### src/include/eep_pkg.sv
package eep_pkg;

  // ****************************************
  // Frame layout
  // ****************************************
  localparam int         START_BITS = 1;
  localparam int         OP_BITS    = 2;
  localparam int         CNT_W      = 5;
  localparam logic [4:0] CNT_START  = 5'h01;
  localparam logic [4:0] CNT_ZERO   = 5'h00;

  // ****************************************
  // Operation codes and sub-codes
  // ****************************************
  localparam logic [1:0] OP_MISC    = 2'h0;
  localparam logic [1:0] OP_WRITE   = 2'h1;
  localparam logic [1:0] OP_READ    = 2'h2;
  localparam logic [1:0] OP_ERASE   = 2'h3;
  localparam logic [1:0] MISC_EWEN  = 2'h3;
  localparam logic [1:0] MISC_EWDS  = 2'h0;

  // ****************************************
  // Output levels
  // ****************************************
  localparam logic       DUMMY_BIT  = 1'b0;
  localparam logic       BUSY_LVL   = 1'b0;
  localparam logic       READY_LVL  = 1'b1;

  // ****************************************
  // Timing
  // ****************************************
  localparam int         CLK_PERIOD_NS = 40;
  localparam int         PROG_TIME_NS  = 5000000;

  typedef enum logic [2:0] {
    EEP_IDLE,
    EEP_CMD,
    EEP_FETCH,
    EEP_LOAD,
    EEP_RDATA,
    EEP_WDATA,
    EEP_PROG,
    EEP_STAT
  } eep_state_t;

endpackage

### src/logic/eep_port.sv
// Function
// - Data in and out share one pin
// - Read drives dummy zero at last address bit
// - After programming, drive ready/busy while selected
// - Start bit releases output to high impedance
// - Ready plus input high plus clock is start
// - Write frame: start, opcode, address, data
// - Write cancellable only before 27th clock
// - Ignore commands during programming cycle
module eep_port #(
  parameter int ADDR_W      = 8,
  parameter int DATA_W      = 16,
  parameter int PROG_CYCLES = eep_pkg::PROG_TIME_NS / eep_pkg::CLK_PERIOD_NS
) (
  input  wire logic i_clk,
  input  wire logic i_sys_rst,
  input  wire logic i_ce,
  input  wire logic i_chip_select_pin,
  input  wire logic i_serial_clock_pin,
  input  wire logic i_shared_data_pin,
  output logic      o_shared_data_pin,
  output logic      o_shared_data_oe
);

  localparam int         BUSY_W     = $clog2(PROG_CYCLES + 1);
  localparam logic [4:0] ADDR_LAST  = 5'(eep_pkg::START_BITS + eep_pkg::OP_BITS + ADDR_W);
  localparam logic [4:0] WRITE_LAST = 5'(eep_pkg::START_BITS + eep_pkg::OP_BITS + ADDR_W
                                         + DATA_W);
  localparam logic [4:0] RD_LAST    = 5'(DATA_W - 1);

  // ****************************************
  // Pin synchronisers
  // ****************************************
  logic cs_s1_reg;
  logic cs_s2_reg;
  logic sclk_s1_reg;
  logic sclk_s2_reg;
  logic sclk_s3_reg;
  logic sdat_s1_reg;
  logic sdat_s2_reg;
  logic sclk_rise;
  logic cs_on;
  logic sdat_in;

  always_ff @(posedge i_clk)
  begin
    if (i_sys_rst)
    begin
      cs_s1_reg   <= 1'b0;
      cs_s2_reg   <= 1'b0;
      sclk_s1_reg <= 1'b0;
      sclk_s2_reg <= 1'b0;
      sclk_s3_reg <= 1'b0;
      sdat_s1_reg <= 1'b0;
      sdat_s2_reg <= 1'b0;
    end
    else if (i_ce)
    begin
      cs_s1_reg   <= i_chip_select_pin;
      cs_s2_reg   <= cs_s1_reg;
      sclk_s1_reg <= i_serial_clock_pin;
      sclk_s2_reg <= sclk_s1_reg;
      sclk_s3_reg <= sclk_s2_reg;
      sdat_s1_reg <= i_shared_data_pin;
      sdat_s2_reg <= sdat_s1_reg;
    end
  end

  assign sclk_rise = sclk_s2_reg & ~sclk_s3_reg;
  assign cs_on     = cs_s2_reg;
  assign sdat_in   = sdat_s2_reg;

  // ****************************************
  // Command engine
  // ****************************************
  eep_pkg::eep_state_t state_reg;
  eep_pkg::eep_state_t state_next;
  logic [4:0]          cnt_reg;
  logic [4:0]          cnt_next;
  logic [4:0]          cnt_inc;
  logic [DATA_W-1:0]   sh_reg;
  logic [DATA_W-1:0]   sh_next;
  logic [DATA_W-1:0]   sh_full;
  logic [ADDR_W-1:0]   addr_reg;
  logic [ADDR_W-1:0]   addr_next;
  logic [BUSY_W-1:0]   busy_reg;
  logic [BUSY_W-1:0]   busy_next;
  logic                wen_reg;
  logic                wen_next;
  logic                out_reg;
  logic                out_next;
  logic                oe_reg;
  logic                oe_next;
  logic                mem_we;
  logic [DATA_W-1:0]   mem_wdata;
  logic [DATA_W-1:0]   mem_rdata;
  logic [1:0]          op_code;

  assign cnt_inc = cnt_reg + 5'h01;
  assign sh_full = {sh_reg[DATA_W-2:0], sdat_in};
  assign op_code = sh_full[ADDR_W+1:ADDR_W];

  always_comb
  begin
    state_next = state_reg;
    cnt_next   = cnt_reg;
    sh_next    = sh_reg;
    addr_next  = addr_reg;
    busy_next  = busy_reg;
    wen_next   = wen_reg;
    out_next   = out_reg;
    oe_next    = oe_reg;
    mem_we     = 1'b0;
    mem_wdata  = sh_full;
    case (state_reg)
      eep_pkg::EEP_PROG:
      begin
        oe_next  = cs_on;
        out_next = eep_pkg::BUSY_LVL;
        if (busy_reg == '0)
        begin
          state_next = eep_pkg::EEP_STAT;
          out_next   = eep_pkg::READY_LVL;
        end
        else
        begin
          busy_next = busy_reg - {{(BUSY_W-1){1'b0}}, 1'b1};
        end
      end
      eep_pkg::EEP_STAT:
      begin
        oe_next  = cs_on;
        out_next = eep_pkg::READY_LVL;
        // Start bit seen even on own ready level
        if (cs_on && sclk_rise && sdat_in)
        begin
          oe_next    = 1'b0;
          state_next = eep_pkg::EEP_CMD;
          cnt_next   = eep_pkg::CNT_START;
        end
      end
      default:
      begin
        if (!cs_on)
        begin
          oe_next    = 1'b0;
          state_next = eep_pkg::EEP_IDLE;
        end
        else
        begin
          case (state_reg)
            eep_pkg::EEP_IDLE:
            begin
              if (sclk_rise && sdat_in)
              begin
                state_next = eep_pkg::EEP_CMD;
                cnt_next   = eep_pkg::CNT_START;
              end
            end
            eep_pkg::EEP_CMD:
            begin
              if (sclk_rise)
              begin
                sh_next  = sh_full;
                cnt_next = cnt_inc;
                if (cnt_inc == ADDR_LAST)
                begin
                  addr_next = sh_full[ADDR_W-1:0];
                  cnt_next  = eep_pkg::CNT_ZERO;
                  case (op_code)
                    eep_pkg::OP_READ:
                    begin
                      // Dummy zero on last address bit
                      out_next   = eep_pkg::DUMMY_BIT;
                      oe_next    = 1'b1;
                      state_next = eep_pkg::EEP_FETCH;
                    end
                    eep_pkg::OP_WRITE:
                    begin
                      state_next = eep_pkg::EEP_WDATA;
                    end
                    eep_pkg::OP_ERASE:
                    begin
                      mem_we     = wen_reg;
                      mem_wdata  = {DATA_W{1'b1}};
                      busy_next  = BUSY_W'(PROG_CYCLES - 1);
                      state_next = wen_reg ? eep_pkg::EEP_PROG : eep_pkg::EEP_IDLE;
                    end
                    default:
                    begin
                      if (sh_full[ADDR_W-1 -: 2] == eep_pkg::MISC_EWEN)
                      begin
                        wen_next = 1'b1;
                      end
                      else if (sh_full[ADDR_W-1 -: 2] == eep_pkg::MISC_EWDS)
                      begin
                        wen_next = 1'b0;
                      end
                      state_next = eep_pkg::EEP_IDLE;
                    end
                  endcase
                end
              end
            end
            eep_pkg::EEP_FETCH:
            begin
              state_next = eep_pkg::EEP_LOAD;
            end
            eep_pkg::EEP_LOAD:
            begin
              sh_next    = mem_rdata;
              state_next = eep_pkg::EEP_RDATA;
            end
            eep_pkg::EEP_RDATA:
            begin
              if (sclk_rise)
              begin
                out_next = sh_reg[DATA_W-1];
                sh_next  = {sh_reg[DATA_W-2:0], 1'b0};
                cnt_next = cnt_inc;
                if (cnt_reg == RD_LAST)
                begin
                  addr_next  = addr_reg + {{(ADDR_W-1){1'b0}}, 1'b1};
                  cnt_next   = eep_pkg::CNT_ZERO;
                  state_next = eep_pkg::EEP_FETCH;
                end
              end
            end
            eep_pkg::EEP_WDATA:
            begin
              if (sclk_rise)
              begin
                sh_next  = sh_full;
                cnt_next = cnt_inc;
                // Commit on the last data edge
                if (cnt_inc + ADDR_LAST == WRITE_LAST)
                begin
                  mem_we     = wen_reg;
                  busy_next  = BUSY_W'(PROG_CYCLES - 1);
                  state_next = wen_reg ? eep_pkg::EEP_PROG : eep_pkg::EEP_IDLE;
                end
              end
            end
            default:
            begin
              state_next = eep_pkg::EEP_IDLE;
            end
          endcase
        end
      end
    endcase
  end

  always_ff @(posedge i_clk)
  begin
    if (i_sys_rst)
    begin
      state_reg <= eep_pkg::EEP_IDLE;
      cnt_reg   <= eep_pkg::CNT_ZERO;
      sh_reg    <= '0;
      addr_reg  <= '0;
      busy_reg  <= '0;
      wen_reg   <= 1'b0;
      out_reg   <= 1'b0;
      oe_reg    <= 1'b0;
    end
    else if (i_ce)
    begin
      state_reg <= state_next;
      cnt_reg   <= cnt_next;
      sh_reg    <= sh_next;
      addr_reg  <= addr_next;
      busy_reg  <= busy_next;
      wen_reg   <= wen_next;
      out_reg   <= out_next;
      oe_reg    <= oe_next;
    end
  end

  assign o_shared_data_pin = out_reg;
  assign o_shared_data_oe  = oe_reg;

  eep_mem #(
    .ADDR_W (ADDR_W),
    .DATA_W (DATA_W)
  ) eep_mem_i (
    .i_clk   (i_clk),
    .i_ce    (i_ce & ~i_sys_rst),
    .i_we    (mem_we & i_ce),
    .i_waddr (addr_next),
    .i_wdata (mem_wdata),
    .i_raddr (addr_reg),
    .o_rdata (mem_rdata)
  );

  // ****************************************
  // Checks
  // ****************************************
  dummy_zero_a: assert property (
    @(posedge i_clk) disable iff (i_sys_rst)
    (i_ce && state_reg == eep_pkg::EEP_CMD && cs_on && sclk_rise && cnt_inc == ADDR_LAST
     && op_code == eep_pkg::OP_READ) |=> (o_shared_data_oe && !o_shared_data_pin)
  ) else $error("dummy zero not driven on last address bit");

  busy_drive_a: assert property (
    @(posedge i_clk) disable iff (i_sys_rst)
    (i_ce && state_reg == eep_pkg::EEP_PROG && cs_on && busy_reg != '0)
    |=> (o_shared_data_oe && o_shared_data_pin == eep_pkg::BUSY_LVL)
  ) else $error("busy level not driven while selected");

  ready_drive_a: assert property (
    @(posedge i_clk) disable iff (i_sys_rst)
    (i_ce && state_reg == eep_pkg::EEP_STAT && cs_on && !(sclk_rise && sdat_in))
    |=> (o_shared_data_oe && o_shared_data_pin == eep_pkg::READY_LVL)
  ) else $error("ready level not driven while selected");

  start_release_a: assert property (
    @(posedge i_clk) disable iff (i_sys_rst)
    (i_ce && state_reg == eep_pkg::EEP_STAT && cs_on && sclk_rise && sdat_in)
    |=> (!o_shared_data_oe && state_reg == eep_pkg::EEP_CMD && cnt_reg == eep_pkg::CNT_START)
  ) else $error("start bit did not release the pin");

  prog_hold_a: assert property (
    @(posedge i_clk) disable iff (i_sys_rst)
    (state_reg == eep_pkg::EEP_PROG && busy_reg != '0) |=> (state_reg == eep_pkg::EEP_PROG)
  ) else $error("programming cycle left early");

  write_cancel_a: assert property (
    @(posedge i_clk) disable iff (i_sys_rst)
    (i_ce && state_reg == eep_pkg::EEP_WDATA && !cs_on)
    |-> (!mem_we ##1 state_reg == eep_pkg::EEP_IDLE)
  ) else $error("deselect did not cancel the write");

  write_commit_a: assert property (
    @(posedge i_clk) disable iff (i_sys_rst)
    (i_ce && state_reg == eep_pkg::EEP_WDATA && cs_on && sclk_rise && wen_reg
     && cnt_inc + ADDR_LAST == WRITE_LAST)
    |-> (mem_we ##1 state_reg == eep_pkg::EEP_PROG)
  ) else $error("write not committed on final data edge");

  read_shift_a: assert property (
    @(posedge i_clk) disable iff (i_sys_rst)
    (i_ce && state_reg == eep_pkg::EEP_RDATA && cs_on && sclk_rise)
    |=> (o_shared_data_oe && o_shared_data_pin == $past(sh_reg[DATA_W-1]))
  ) else $error("read data bit not shifted out");

endmodule

### src/logic/eep_mem.sv
module eep_mem #(
  parameter int ADDR_W = 8,
  parameter int DATA_W = 16
) (
  input  wire logic              i_clk,
  input  wire logic              i_ce,
  input  wire logic              i_we,
  input  wire logic [ADDR_W-1:0] i_waddr,
  input  wire logic [DATA_W-1:0] i_wdata,
  input  wire logic [ADDR_W-1:0] i_raddr,
  output logic      [DATA_W-1:0] o_rdata
);

  logic [DATA_W-1:0] mem_array [2**ADDR_W];
  logic [DATA_W-1:0] rdata_next;

  always_comb
  begin
    rdata_next = mem_array[i_raddr];
  end

  always_ff @(posedge i_clk)
  begin
    if (i_ce)
    begin
      o_rdata <= rdata_next;
      if (i_we)
      begin
        mem_array[i_waddr] <= i_wdata;
      end
    end
  end

endmodule

### config.mk
export PLATFORM = sky130hd
export DESIGN_NAME = eep_port
export DESIGN_NICKNAME = d
export VERILOG_FILES = /design/src/include/eep_pkg.sv /design/src/logic/eep_port.sv /design/src/logic/eep_mem.sv
export SDC_FILE = /design/constraint.sdc
export NUM_CORES = 2
export LEC_CHECK = 0
export BUFFER_PORTS_ARGS = -buffer_cell sky130_fd_sc_hd__clkbuf_2
export CAP_MARGIN = 20
export CORE_UTILIZATION = 58
export CTS_CLUSTER_DIAMETER = 100
export DETAILED_ROUTE_END_ITERATION = 8
export PLACE_DENSITY = 0.74
export SYNTH_ARGS = -nofsm -noshare
export SYNTH_HDL_FRONTEND = slang
export SYNTH_SLANG_ARGS = --single-unit
export TNS_END_PERCENT = 10
### constraint.sdc
create_clock -name i_clk -period 9.8 [get_ports i_clk]
set_input_delay 1.96 -clock i_clk [delete_from_list [all_inputs] [get_ports i_clk]]
set_output_delay 1.96 -clock i_clk [all_outputs]
set_load 0.01 [all_outputs]
==> flow_results.org <==
** Detailed routing
- Antenna violation net count after detailed routing :: 0
- Wire length per cell :: 37.12 um
- Detailed-route vias per instance :: 6.971
- The detailed router placed 83110 vias in this run.
- For this run, the detailed router's first-pass iteration total came to 8.
- After detailed routing, the total wire length is around 440000 um.
- Iteration-0 DRC Markers :: 13600
- After detailed routing, the number of remaining DRC violations is 0.

** Global route
- The number of global-route vias before repair is 81100.
- Number of antenna violations at the first check in global routing :: 35
- In the global route stage, overall resource usage came out at 0.3167.
- Summed over all layers, the global routing overflow is 0.
- First-pass GRT wire length :: 618300 um
- Entering global routing, the biggest net connects 196 pins.

** CTS
- Buffers inserted during clock tree synthesis total 404.
- The number of setup buffers added after CTS is 0.
- The later pin in the worst-skew pair is clocked with a latency of around 0.97 ns.
- TritonCTS built the clock tree.
- CTS placed an instance of sky130_fd_sc_hd__clkbuf_16 at the clock tree root.
- After clock tree synthesis, the flow added hold-fix buffers numbering 0.
- Clock tree sinks :: approximately 4200
- After clock tree synthesis, the clock-pin slew on the worst setup and hold paths is roughly 0.070 ns.
- Maximum clock path buffer count :: 4
- Maximum level of the CTS H-tree :: 5
- After clock tree synthesis, the repair step resized 0 gates.

** Synth
- Counting instances in the post-synthesis netlist gives the leading cell types as sky130_fd_sc_hd__edfxtp_1, sky130_fd_sc_hd__mux4_2, sky130_fd_sc_hd__mux2i_1.
- Yosys Warn Count :: 0
- Mean instance size in the synthesized netlist :: 21.35 um2
- When the netlist entered floorplanning its net count stood at between 7000 and 8000.
- Top cell type by total area after synthesis :: sky130_fd_sc_hd__edfxtp_1
- Post-Syn Instances :: 7573
- Synth unique cells :: 84
- Post-synthesis sequential area ratio :: 0.7711
- Share of async-settable or async-resettable flops after synthesis :: 0
- Top-count cell post-synth :: sky130_fd_sc_hd__edfxtp_1
- After synthesis the cells add up to 161700 um2.
- Number of enable-type register cells in the synthesized netlist :: 4112
- Share of Yosys cell area claimed by the top area cell type :: 0.7638
- Among all flip-flop cells after synthesis, the most frequent one is sky130_fd_sc_hd__edfxtp_1.
- Flip-flop and latch count after synthesis :: 4171
- Biggest area contributors in the synthesized netlist :: sky130_fd_sc_hd__edfxtp_1, sky130_fd_sc_hd__mux4_2, sky130_fd_sc_hd__mux2i_1

** STA
- Final setup violation count :: 0
- The count of final hold-check violations is 0.
- Worst slew margin relative to its limit :: 0.06510
- Aggregate negative setup slack :: 0 ns
- After layout, the minimum clock period comes to 6.488 ns.
- Final Max Tran Viols :: 0
- Peak Freq :: 154.1 MHz
- For the pin with the worst max-slew slack, the measured transition is 1.402 ns.
- Of the available clock period, the critical path in the final layout requires 0.6621.
- Unrepaired setup endpoints after global routing :: false
- Clock Skews :: 0.06923 ns
- On the final layout, the worst hold slack is 0.4643 ns.

** Finish
- The register with the most flip-flops in the layout has between 4000 and 5000 of them.
- Fraction of layout instances using a drive strength above 1 :: 0.2586
- In the final design database the tool counted 7884 nets.
- The finished cells cover 181200 um2.
- Compared with the post-synthesis result, the final layout area differs by 12.11%.
- Summing all flip-flop and latch instances after layout gives 124700 um2.
- Fill cell instance count of the final layout :: 17260
- Area taken by multi-input logic gates :: roughly 35000 um2

** Placement
- Total placed instance area :: ~170000 um2
- HPWL after detailed placement :: around 260000 um
- At the end of routability-driven placement, the weighted congestion stood at 0.9374.
- Count of input and output buffers :: 7

** Critical path
- Required time at the endpoint of the critical path :: between 10 and 15 ns
- Classification of the worst setup path :: flop to flop
- For the worst setup path, the data arrival time is 7.21 ns.
- STA classifies the critical path endpoint as a flop.
- The worst setup path is launched from a flop.
- Maximum fanout encountered on the critical timing path :: 98
- Number of cells traversed by the worst register-to-register path :: 9

** Flow run
- Max cap viols :: 0

** Power and ir drop
- The internal portion of the total power is 28.26 mW.
- Reg power frac :: 0.545
- The analysis attributes to net switching a power of 7.186 mW.
- The share of total power dissipated in the clock network is 0.441.
- Switching power as a share of total power :: 0.2027
- Pwr per Cell Area :: 195.6 nW/um2
- The share of total power dissipated in combinational logic is 0.013.
- Summed over all cells, the static leakage comes to around 65 nW.
- Post-route total power :: 35.45 mW
- Worst IR drop on VDD :: 147.6 uV

** Floorplan
- The die is 530.0 um tall.
- The initial utilization of the core area, before any placement, comes to 0.5842.
- In this run the standard cell core region covers between 200000 and 300000 um2.
- Measured along the x axis, the die boundary spans 530.0 um.
- The initialized floorplan defines ~190 standard-cell rows.
- The die covers 280900 um2.
- For this design the top-level I/O count stands at 8.

** Hold path
- Type of the most critical hold path :: flop to flop
- Along the worst hold path, the cell count comes to 2.

** Status
- Status :: complete, no violations
## critical path: stages, from the launching register on
cell and delay [ns]:
sky130_fd_sc_hd__dfxtp_4 0.86, sky130_fd_sc_hd__buf_4 0.73, sky130_fd_sc_hd__buf_12 0.63, sky130_fd_sc_hd__buf_4 0.82, sky130_fd_sc_hd__mux4_2 0.67, sky130_fd_sc_hd__mux2i_1 0.20, sky130_fd_sc_hd__o22ai_1 0.11, sky130_fd_sc_hd__nor3_1 0.82
sky130_fd_sc_hd__o211ai_1 0.61, sky130_fd_sc_hd__a31o_2 0.40
## power by group through the flow
stage | Sequential (mW) | Combinational [mW] | Clock, mW
6_report | 19.3 | 0.478 | 15.6
5_1_grt | 19.3 | 0.468 | 16.4
4_1_cts | 19.3 | 0.447 | 15.7
3_5_place_dp | 19.7 | 0.443 | 0
3_3_place_gp | 19.7 | 0.437 | 0
2_1_floorplan | 19.7 | 0.190 | 0
## logic make-up (layout without fill, tap and decap cells)
family                     Yosys count  after routing  synth area share
and+or+nand+nor                    789            789           0.02232
xor gates and xnor gates             8              8         0.0005185
buffers and inverters              491           1125           0.01342
other                                0             10                 0
AOI/OAI and AO/OA                  717            717           0.03017
DFF                               4171           4171            0.7711
muxes                             1389           1389            0.1619
adders and majority gates            8              8         0.0006192
## cell usage in the layout, fill, tap and decap left out, drive strengths merged, types with 9 or more instances in the layout
| cell | instances |
|---|---|
| edfxtp | 4112 |
| mux4 | 979 |
| clkbuf | 488 |
| mux2i | 396 |
| nor2 | 356 |
| buf | 346 |
| clkinv | 199 |
| nand2 | 185 |
| a21oi | 162 |
| o21ai | 115 |
| a221oi | 71 |
| dfxtp | 59 |
| nand3 | 58 |
| o22ai | 56 |
| a22oi | 52 |
| a211oi | 48 |
| bufinv | 45 |
| nor3 | 41 |
| a31oi | 33 |
| o221ai | 33 |
| inv | 33 |
| nand4 | 20 |
| or3 | 18 |
| nor2b | 18 |
| or2 | 17 |
| mux2 | 14 |
| clkinvlp | 14 |
| nor4 | 14 |
| and2 | 13 |
| o31ai | 12 |
| or4 | 11 |
| a2111oi | 11 |
| diode | 10 |
| a21o | 10 |
| a311oi | 10 |
| o211ai | 9 |
| a211o | 9 |
| and3 | 9 |
## cell type report
class,instances,area share
clock buffer,477,0.05752
inverter,25,0.0006006
multi-input combinational,2911,0.1947
antenna,10,0.0001381
timing repair buffer,357,0.01724
sequential,4171,0.6880
tap,3705,0.02558
clock inverter,266,0.01625
## path summary, 6_finish.rpt
path	startpoint	end	slack, ns
setup / recovery	addr_reg[0]$_SDFFE_PP0P_	eep_mem_i.o_rdata[5]$_DFFE_PP_	3.31
hold / removal	busy_reg[16]$_SDFFE_PP0P_	busy_reg[16]$_SDFFE_PP0P_	0.46
setup reg to reg	addr_reg[0]$_SDFFE_PP0P_	eep_mem_i.o_rdata[5]$_DFFE_PP_	3.31
hold reg to reg	busy_reg[16]$_SDFFE_PP0P_	busy_reg[16]$_SDFFE_PP0P_	0.46
## stage by stage
step	cells	setup WS, ns	util
floorplan	7573	4.377	-
global placement	11150	3.028	0.6053
detailed placement	11150	2.895	0.6054
CTS	11900	3.563	0.6537
global route	11910	3.231	0.6549
finish	11920	3.312	0.6549
## layer usage
layer / track usage / vias to the layer above / wire (um)
met1: 0.4375 / 43240 / 155000
met2: 0.4633 / 6309 / 199000
li1: - / 32440 / -
met4: 0.1606 / 22 / 25990
met5: 0 / - / 138
met3: 0.09424 / 1090 / 62400
Power figures use the tool's default switching activity.
